## config.mk

```make
export PLATFORM = sky130hd
export DESIGN_NAME = watch_and_interval_timer
export DESIGN_NICKNAME = d
export VERILOG_FILES = /design/src/rtl/watch_timer_pkg.sv /design/src/rtl/timebase_divider.sv /design/src/rtl/watch_and_interval_timer.sv /design/src/rtl/watch_counter.sv
export VERILOG_INCLUDE_DIRS = /design/src /design/src/rtl
export SDC_FILE = /design/constraint.sdc
export NUM_CORES = 1
export LEC_CHECK = 0
export BUFFER_PORTS_ARGS = -buffer_cell sky130_fd_sc_hd__buf_2
export CORE_MARGIN = 4
export CORE_UTILIZATION = 53
export DETAILED_ROUTE_END_ITERATION = 7
export GPL_TIMING_DRIVEN = 0
export PLACE_DENSITY = 0.78
export SETUP_SLACK_MARGIN = 0.4
export SLEW_MARGIN = 20
export SYNTH_ARGS = -nofsm -noshare
export SYNTH_HDL_FRONTEND = slang
export SYNTH_SLANG_ARGS = --single-unit
```

## constraint.sdc

```tcl
create_clock -name clock -period 2.15 [get_ports clock]
set_input_delay 0.43 -clock clock [delete_from_list [all_inputs] [get_ports clock]]
set_output_delay 0.43 -clock clock [all_outputs]
set_load 0.02 [all_outputs]
```

## src/rtl/watch_timer_defs.svh

```systemverilog
`ifndef WATCH_TIMER_DEFS_SVH
`define WATCH_TIMER_DEFS_SVH

// ==========================================================================
// register map
// ==========================================================================
`define WT_MODE_ADDR        16'hff6f
`define WT_MODE_RESET       8'h00

// ==========================================================================
// timebase and prescaler figures (bit widths, or log2 of clock or timebase cycles)
// ==========================================================================
`define WT_MAIN_DIV_LOG2    7
`define WT_PRESC_WIDTH      11
`define WT_COUNT_WIDTH      5
`define WT_FWX_LOG2         9
`define WT_INTERVAL_LOG2    4

// ==========================================================================
// watch tick periods (log2 of timebase cycles), by period code
// ==========================================================================
`define WT_PERIOD_2P14_LOG2 14
`define WT_PERIOD_2P13_LOG2 13
`define WT_PERIOD_2P5_LOG2  5
`define WT_PERIOD_2P4_LOG2  4

`endif

```

## src/rtl/watch_timer_pkg.sv

```systemverilog
package watch_timer_pkg;

   // ======================================================================
   // watch tick period field encodings, in register order
   // ======================================================================
   typedef enum logic [1:0] {
      PERIOD_2P14,
      PERIOD_2P13,
      PERIOD_2P5,
      PERIOD_2P4
   } tick_period_e;

   // ======================================================================
   // mode register layout, msb first
   // ======================================================================
   typedef struct packed {
      logic         timebase_select;
      logic [2:0]   interval_tap;
      tick_period_e tick_period;
      logic         counter_run;
      logic         global_enable;
   } mode_s;

   // ======================================================================
   // processor access to the mode register
   // ======================================================================
   typedef struct packed {
      logic [15:0] addr;
      logic        wr_byte;
      logic        wr_bit;
      logic [2:0]  bit_sel;
      logic        bit_val;
      logic [7:0]  wdata;
      logic        rd;
   } reg_req_s;

endpackage : watch_timer_pkg

```

## src/rtl/timebase_divider.sv

```systemverilog
`timescale 1ns/1ps
`include "watch_timer_defs.svh"

module timebase_divider #(
   parameter int LOG2 = `WT_MAIN_DIV_LOG2
) (
   input  wire logic clock,
   input  wire logic reset_n,
   output logic      tick
);

   logic [LOG2-1:0] count;

   initial begin
      if (LOG2 < 1) begin
         $error("divider needs at least one stage");
      end
   end

   // free running so the main timebase phase never depends on the mode
   always_ff @(posedge clock) begin
      if (!reset_n) begin
         count <= '0;
      end else begin
         count <= count + 1'b1;
      end
   end

   assign tick = (count == {LOG2{1'b1}});

endmodule : timebase_divider

```

## src/rtl/watch_and_interval_timer.sv

```systemverilog
// Function
// RULE_01 - select bit picks main/128 or subsystem timebase
// RULE_02 - interval tick every 2^4..2^11 timebase cycles
// RULE_03 - watch period 2^14, 2^13, 2^5, 2^4
// RULE_04 - run bit low stops and clears counter
// RULE_05 - enable low clears prescaler and counter
// RULE_06 - watch counts only with enable and run
// RULE_07 - run low alone keeps prescaler running
// RULE_08 - interval follows enable bit only
// RULE_09 - first watch tick late by at most 2^9; code never makes it late, but up to 2^9 - 1 early instead
// RULE_10 - mode resets zero, bit and byte writes
// RULE_11 - software keeps select and tap fixed while running
// RULE_12 - watch and interval run together
// RULE_13 - counter steps on 2^9 tap or timebase
`timescale 1ns/1ps
`include "watch_timer_defs.svh"

module watch_and_interval_timer #(
   parameter int PRESC_WIDTH = `WT_PRESC_WIDTH,
   parameter int COUNT_WIDTH = `WT_COUNT_WIDTH
) (
   input  wire logic                      clock,
   input  wire logic                      reset_n,
   input  wire logic                      sub_osc_clk,
   input  wire watch_timer_pkg::reg_req_s reg_req,
   output logic [7:0]                     reg_rdata,
   output logic                           watch_tick_irq,
   output logic                           interval_tick_irq
);

   // =======================================================================
   // elaboration checks
   // =======================================================================
   initial begin
      if (PRESC_WIDTH < `WT_INTERVAL_LOG2 + 8 - 1) begin
         $error("prescaler too narrow for the widest interval tap");
      end
      if (PRESC_WIDTH <= `WT_FWX_LOG2) begin
         $error("prescaler too narrow for the watch counter tap");
      end
      if (COUNT_WIDTH < 2) begin
         $error("watch counter too narrow");
      end
   end

   // =======================================================================
   // declarations
   // =======================================================================
   watch_timer_pkg::mode_s   mode;
   logic [7:0]               mode_bits;
   logic [7:0]               next_mode_bits;
   logic                     addr_hit;
   logic                     main_tick;
   logic                     sub_prev;
   logic                     sub_edge;
   logic                     tb_tick;
   logic [PRESC_WIDTH-1:0]   presc;
   logic [PRESC_WIDTH-1:0]   interval_mask;
   logic                     interval_fire;
   logic                     fwx_fire;
   logic                     long_period;
   logic                     half_span;
   logic                     watch_step;
   logic                     watch_run;
   logic [COUNT_WIDTH-1:0]   watch_count;
   logic                     watch_fire;

   assign mode_bits = mode;
   assign addr_hit  = (reg_req.addr == `WT_MODE_ADDR);

   // =======================================================================
   // mode register
   // =======================================================================
   // RULE_10 bit and byte writes
   always_comb begin
      next_mode_bits = mode_bits;
      if (addr_hit && reg_req.wr_byte) begin
         next_mode_bits = reg_req.wdata;
      end else if (addr_hit && reg_req.wr_bit) begin
         next_mode_bits[reg_req.bit_sel] = reg_req.bit_val;
      end
   end

   // RULE_10 reset to zero
   always_ff @(posedge clock) begin
      if (!reset_n) begin
         mode <= watch_timer_pkg::mode_s'(`WT_MODE_RESET);
      end else begin
         mode <= watch_timer_pkg::mode_s'(next_mode_bits);
      end
   end

   // reads return zero off the decoded address
   always_ff @(posedge clock) begin
      if (!reset_n) begin
         reg_rdata <= 8'h00;
      end else if (reg_req.rd && addr_hit) begin
         reg_rdata <= mode_bits;
      end else begin
         reg_rdata <= 8'h00;
      end
   end

   // =======================================================================
   // timebase
   // =======================================================================
   timebase_divider #(
      .LOG2 (`WT_MAIN_DIV_LOG2)
   ) main_div (
      .clock   (clock),
      .reset_n (reset_n),
      .tick    (main_tick)
   );

   // subsystem oscillator arrives synchronous; one rising edge is one cycle
   always_ff @(posedge clock) begin
      if (!reset_n) begin
         sub_prev <= 1'b0;
      end else begin
         sub_prev <= sub_osc_clk;
      end
   end

   assign sub_edge = sub_osc_clk && !sub_prev;

   // RULE_01 timebase select
   assign tb_tick = mode.timebase_select ? sub_edge : main_tick;

   // =======================================================================
   // prescaler, shared by both functions
   // =======================================================================
   // RULE_05 enable clears prescaler
   // RULE_08 interval follows enable
   always_ff @(posedge clock) begin
      if (!reset_n || !mode.global_enable) begin
         presc <= '0;
      end else if (tb_tick) begin
         presc <= presc + 1'b1;
      end
   end

   // RULE_02 tap selects interval
   assign interval_mask = ~({PRESC_WIDTH{1'b1}} << (`WT_INTERVAL_LOG2 + int'(mode.interval_tap)));
   assign interval_fire = mode.global_enable && tb_tick && ((presc & interval_mask) == interval_mask);

   // RULE_13 counter source tap
   assign fwx_fire = tb_tick && (presc[`WT_FWX_LOG2-1:0] == {`WT_FWX_LOG2{1'b1}});

   // =======================================================================
   // watch counter
   // =======================================================================
   // RULE_03 period decode
   always_comb begin
      long_period = 1'b1;
      half_span   = 1'b0;
      case (mode.tick_period)
         watch_timer_pkg::PERIOD_2P14: begin
            long_period = 1'b1;
            half_span   = 1'b0;
         end
         watch_timer_pkg::PERIOD_2P13: begin
            long_period = 1'b1;
            half_span   = 1'b1;
         end
         watch_timer_pkg::PERIOD_2P5: begin
            long_period = 1'b0;
            half_span   = 1'b0;
         end
         watch_timer_pkg::PERIOD_2P4: begin
            long_period = 1'b0;
            half_span   = 1'b1;
         end
         default: begin
            long_period = 1'b1;
            half_span   = 1'b0;
         end
      endcase
   end

   // RULE_13 step source
   assign watch_step = long_period ? fwx_fire : tb_tick;

   // RULE_06 enable and run
   // RULE_07 run low leaves prescaler alone, so first tick may come early
   assign watch_run = mode.global_enable && mode.counter_run;

   // RULE_04 run bit clears counter
   watch_counter #(
      .WIDTH (COUNT_WIDTH)
   ) counter (
      .clock     (clock),
      .reset_n   (reset_n),
      .clear     (!watch_run),
      .step      (watch_step),
      .half_span (half_span),
      .count     (watch_count),
      .overflow  (watch_fire)
   );

   // =======================================================================
   // tick outputs
   // =======================================================================
   // RULE_12 both ticks from one timebase; the watch uses the prescaler only for the 2^14 and 2^13 periods
   always_ff @(posedge clock) begin
      if (!reset_n) begin
         watch_tick_irq <= 1'b0;
      end else begin
         watch_tick_irq <= watch_fire;
      end
   end

   always_ff @(posedge clock) begin
      if (!reset_n) begin
         interval_tick_irq <= 1'b0;
      end else begin
         interval_tick_irq <= interval_fire;
      end
   end

   // =======================================================================
   // checks
   // =======================================================================
   logic [7:0] main_gap;
   logic       main_seen;

   always_ff @(posedge clock) begin
      if (!reset_n) begin
         main_gap  <= 8'h00;
         main_seen <= 1'b0;
      end else if (main_tick) begin
         main_gap  <= 8'h00;
         main_seen <= 1'b1;
      end else begin
         main_gap <= main_gap + 8'h01;
      end
   end

   chk_mode_reset: assert property ( // RULE_10
      @(posedge clock) !reset_n |=> (mode_bits == 8'h00 && reg_rdata == 8'h00))
      else $error("mode register not zero after reset");

   chk_bit_write: assert property ( // RULE_10
      @(posedge clock) disable iff (!reset_n)
      (addr_hit && reg_req.wr_bit && !reg_req.wr_byte)
      |=> mode_bits[$past(reg_req.bit_sel)] == $past(reg_req.bit_val))
      else $error("bit write did not land");

   chk_main_rate: assert property ( // RULE_01
      @(posedge clock) disable iff (!reset_n)
      (main_tick && main_seen) |-> (main_gap == 8'((1 << `WT_MAIN_DIV_LOG2) - 1)))
      else $error("main timebase not every 128 cycles");

   chk_timebase_sub: assert property ( // RULE_01
      @(posedge clock) disable iff (!reset_n)
      (mode.timebase_select && tb_tick) |-> (sub_osc_clk && !sub_prev))
      else $error("subsystem timebase tick without rising edge");

   chk_presc_clear: assert property ( // RULE_05
      @(posedge clock) disable iff (!reset_n)
      !mode.global_enable |=> (presc == '0 && watch_count == '0))
      else $error("disable did not clear prescaler and counter");

   chk_interval_stop: assert property ( // RULE_08
      @(posedge clock) disable iff (!reset_n)
      !mode.global_enable |=> !interval_tick_irq)
      else $error("interval tick while disabled");

   chk_interval_tap: assert property ( // RULE_02
      @(posedge clock) disable iff (!reset_n)
      interval_tick_irq |-> ($past(tb_tick) && (($past(presc) & $past(interval_mask)) == $past(interval_mask))))
      else $error("interval tick off its tap");

   chk_watch_halt: assert property ( // RULE_06
      @(posedge clock) disable iff (!reset_n)
      !watch_run |=> (watch_count == '0 && !watch_tick_irq))
      else $error("watch counter moved while halted");

   chk_run_keeps_presc: assert property ( // RULE_07
      @(posedge clock) disable iff (!reset_n)
      (mode.global_enable && !mode.counter_run && tb_tick) ##1 mode.global_enable
      |-> presc == $past(presc) + 1'b1)
      else $error("prescaler stalled by run bit");

   chk_watch_source: assert property ( // RULE_13
      @(posedge clock) disable iff (!reset_n)
      (watch_tick_irq && $past(long_period))
      |-> $past(presc[`WT_FWX_LOG2-1:0]) == {`WT_FWX_LOG2{1'b1}})
      else $error("long period tick off the 2^9 tap");

   // RULE_09 ticks after the first are one period apart
   logic [15:0]                   tb_gap;
   logic                          gap_valid;
   watch_timer_pkg::tick_period_e gap_period;
   logic [15:0]                   gap_expect;

   always_comb begin
      gap_expect = 16'h0000;
      case (mode.tick_period)
         watch_timer_pkg::PERIOD_2P14: gap_expect = 16'((1 << `WT_PERIOD_2P14_LOG2) - 1);
         watch_timer_pkg::PERIOD_2P13: gap_expect = 16'((1 << `WT_PERIOD_2P13_LOG2) - 1);
         watch_timer_pkg::PERIOD_2P5:  gap_expect = 16'((1 << `WT_PERIOD_2P5_LOG2) - 1);
         watch_timer_pkg::PERIOD_2P4:  gap_expect = 16'((1 << `WT_PERIOD_2P4_LOG2) - 1);
         default:                      gap_expect = 16'h0000;
      endcase
   end

   // a period change restarts the spacing check, since the first tick may come early
   always_ff @(posedge clock) begin
      if (!reset_n) begin
         gap_period <= watch_timer_pkg::PERIOD_2P14;
      end else begin
         gap_period <= mode.tick_period;
      end
   end

   always_ff @(posedge clock) begin
      if (!reset_n || !watch_run || (mode.tick_period != gap_period)) begin
         tb_gap    <= 16'h0000;
         gap_valid <= 1'b0;
      end else if (watch_fire) begin
         tb_gap    <= 16'h0000;
         gap_valid <= 1'b1;
      end else if (tb_tick) begin
         tb_gap <= tb_gap + 16'h0001;
      end
   end

   chk_tick_spacing: assert property ( // RULE_09
      @(posedge clock) disable iff (!reset_n)
      (watch_fire && gap_valid) |-> (tb_gap == gap_expect))
      else $error("watch tick not one period after the last");

endmodule : watch_and_interval_timer

```

## src/rtl/watch_counter.sv

```systemverilog
`timescale 1ns/1ps
`include "watch_timer_defs.svh"

module watch_counter #(
   parameter int WIDTH = `WT_COUNT_WIDTH
) (
   input  wire logic             clock,
   input  wire logic             reset_n,
   input  wire logic             clear,
   input  wire logic             step,
   input  wire logic             half_span,
   output logic [WIDTH-1:0]      count,
   output logic                  overflow
);

   logic [WIDTH-1:0] top;

   initial begin
      if (WIDTH < 2) begin
         $error("watch counter needs at least two bits");
      end
   end

   // half span wraps one bit early, halving the period
   assign top      = half_span ? {1'b0, {(WIDTH-1){1'b1}}} : {WIDTH{1'b1}};
   assign overflow = step && !clear && (count == top);

   always_ff @(posedge clock) begin
      if (!reset_n || clear) begin
         count <= '0;
      end else if (overflow) begin
         count <= '0;
      end else if (step) begin
         count <= count + 1'b1;
      end
   end

endmodule : watch_counter

```

==> impl_metrics.tcl <==
set metrics [dict create \
    p_leak_nw 0.9585 \
    first_global_vias 1809 \
    hold_buffers 0 \
    setup_tns_ps 0 \
    whs_ps 351.1 \
    worst_setup_path_start_kind "flip-flop" \
    grt_max_degree 14 \
    fin_crit_sh 0.8677 \
    grt_pass1_wl_um 8204 \
    crit_type "reg2reg" \
    place.gp.congestion 0.8076 \
    drc_errors 0 \
    cts_root_buf "clkbuf_8" \
    cts_tree "built" \
    top_usage_layer "met2" \
    wl_per_cell_um 16.53 \
    ys_warn_count 0 \
    end_kind "flip-flop" \
    cp_max_fo 8 \
    ys_types 42 \
    setup_viol 0 \
    min_path_type "in2reg" \
    cp.arrival_ps 2090 \
    cts.sinks 42 \
    vias 1920 \
    numCtsBuffers 5 \
    utilization 0.7449 \
    dieArea_um2 4784 \
    ys.flop_type "dfxtp_1" \
    dr.pass1.iters 5 \
    grtUsageMet3 0.06087 \
    required_ps 2380 \
    final_common_cell "buf_2" \
    ir_drop_uv 380.4 \
    path_clk_slew_ps 80 \
    die_w_um 69.17 \
    hold_viol 0 \
    drive_above_1_share 0.3643 \
    cts-htree-levels 2 \
    status "finished clean" \
    min_period_ps 1866 \
    port-buffer-count 42 \
    track_usage 0.2075 \
    antenna_found_initial 0 \
    cap_violations 0 \
    dp_hpwl_um 3364 \
    syn_area_um2 1983 \
    wl_um 5207 \
    max_freq_mhz 536.0 \
    synth_nets 251 \
    seq_area_frac_synth 0.4240 \
    insertion_delay_ps 300 \
    area_delta_synth_final_pct 30.28 \
    grt_overflow_total 0 \
    die_y_um 69.17 \
    n_fill_cell 261 \
    num_io_pins 44 \
    ant_nets 0 \
    drt_iter0_markers 152 \
    grt.met1_usage 0.2790 \
    cts.path.max_buffers 2 \
    final_cell_mix "buf_2, dfxtp_1, o21ai_0, and2_1" \
    crit_path_start "presc[0]" \
    p_per_area_nw_per_um2 578.6 \
    synth_async_sr_flop_share 0 \
    min_from "sub_osc_clk" \
    ys_seq_elements 42 \
    fin_skew_ps 5.574 \
    max_slew.worst_pin.slew_ps 754.7 \
    start_util 0.5718 \
    n_antenna_cell 0 \
    avgSynthCellArea_um2 9.311 \
    num_rows 21 \
    r2r_start "presc[0]" \
    relSlewSlack 0.4927 \
    synth_edf_count 0 \
    core-area_um2 3468 \
    routed_via_density 6.095 \
    drv_slew 0 \
    gr-usage-met2 0.3252 \
    rsz0062_at_grt "true" \
    syn_inst 213 \
    layout.nets 306 \
]
-- state kept, by name, summed over array words and instances (netlist names) --
register	cells
interval_tick_irq	1
mode	8
reg_rdata	8
main_div.count	7
watch_tick_irq	1
counter.count	5
presc	11
sub_prev	1
-- power by group --
group          total (mW)  leakage, nW  internal [mW]  switching, mW
Sequential          0.787        0.343          0.782        0.00503
Combinational      0.0819        0.564         0.0444         0.0375
Clock               0.626       0.0514          0.347          0.279
-- synthesized netlist by cell type (2+ instances only) --
master | count | area [um2]
a21oi_1 | 12 | 60.06
and2_1 | 12 | 75.07
and3_1 | 3 | 18.77
clkbuf_1 | 4 | 15.01
dfxtp_1 | 42 | 840.8
ha_1 | 4 | 50.05
inv_1 | 4 | 15.01
mux2i_1 | 2 | 20.02
nand2_1 | 9 | 33.78
nand2b_1 | 3 | 18.77
nand3_1 | 11 | 55.05
nand3b_1 | 3 | 22.52
nand4_1 | 5 | 31.28
nor2_1 | 12 | 45.04
nor2b_1 | 2 | 12.51
nor4_1 | 2 | 12.51
nor4b_1 | 2 | 17.52
nor4bb_1 | 3 | 30.03
o211a_1 | 5 | 50.05
o21a_1 | 3 | 22.52
o21ai_0 | 15 | 75.07
o221a_2 | 8 | 90.09
o31a_1 | 4 | 35.03
o31ai_1 | 9 | 67.56
or2_2 | 2 | 12.51
or3_1 | 5 | 31.28
or4_1 | 8 | 60.06
xnor2_1 | 4 | 35.03
xor2_1 | 2 | 17.52
-- per-stage QoR --
stage	setup WS, ps	power [mW]	cell area, um2	cells
after detailed placement	110.4	0.8815	2262	301
final	284.4	1.495	2584	315
after global placement	158.9	0.8796	2262	301
after CTS	281.1	1.493	2486	314
after global routing	226.8	1.544	2584	315
after floorplan	416.8	0.8394	1994	213
-- routing by layer --
metal,wire [um],part of all wire
met5,0,0
met4,74,0.014
met3,356,0.068
met2,2418,0.46
met1,2358,0.45
-- critical path, cell delays in order, from the launching register on --
cell and delay [ps]:
dfxtp_4 380, ha_4 150, nand3_4 160, nor2_4 180, ha_4 170, o2111ai_4 160
or4_1 430, a21boi_1 160
-- path summary, 6_finish.rpt --
kind	slack [ps]	cells after the start	endpoint
max	280	7	counter.count[4]
min	350	2	sub_prev
max reg2reg	280	7	counter.count[4]
min reg2reg	500	2	presc[10]
-- final cells by class --
class / instances / area [um2] / area share
Buffer: 6 / 41.29 / 0.01598
Clock buffer: 6 / 72.57 / 0.02809
Clock inverter: 2 / 37.54 / 0.01453
Inverter: 4 / 15.01 / 0.005811
Multi-Input combinational cell: 162 / 1259 / 0.4872
Sequential cell: 42 / 853.3 / 0.3303
Tap cell: 46 / 57.56 / 0.02228
Timing Repair Buffer: 47 / 247.7 / 0.09588
-- logic make-up after synthesis --
family	synth area share
and+or+nand+nor	0.2637
AOI/OAI and AO/OA	0.2271
muxes	0.01010
buffers and inverters	0.02334
DFF	0.4240
adders and majority gates	0.02524
xor gates and xnor gates	0.02650
-- repair_timing --
action | in CTS | in global routing
pin swaps | 11 | 10
setup buffers | 4 | 0
cloned | 1 | 1
gates resized for setup | 18 | 27
endpoints found under the setup margin | 18 | 16
endpoints found under the hold margin | 0 | 0
Note: power is estimated with default switching activity, not from simulation.
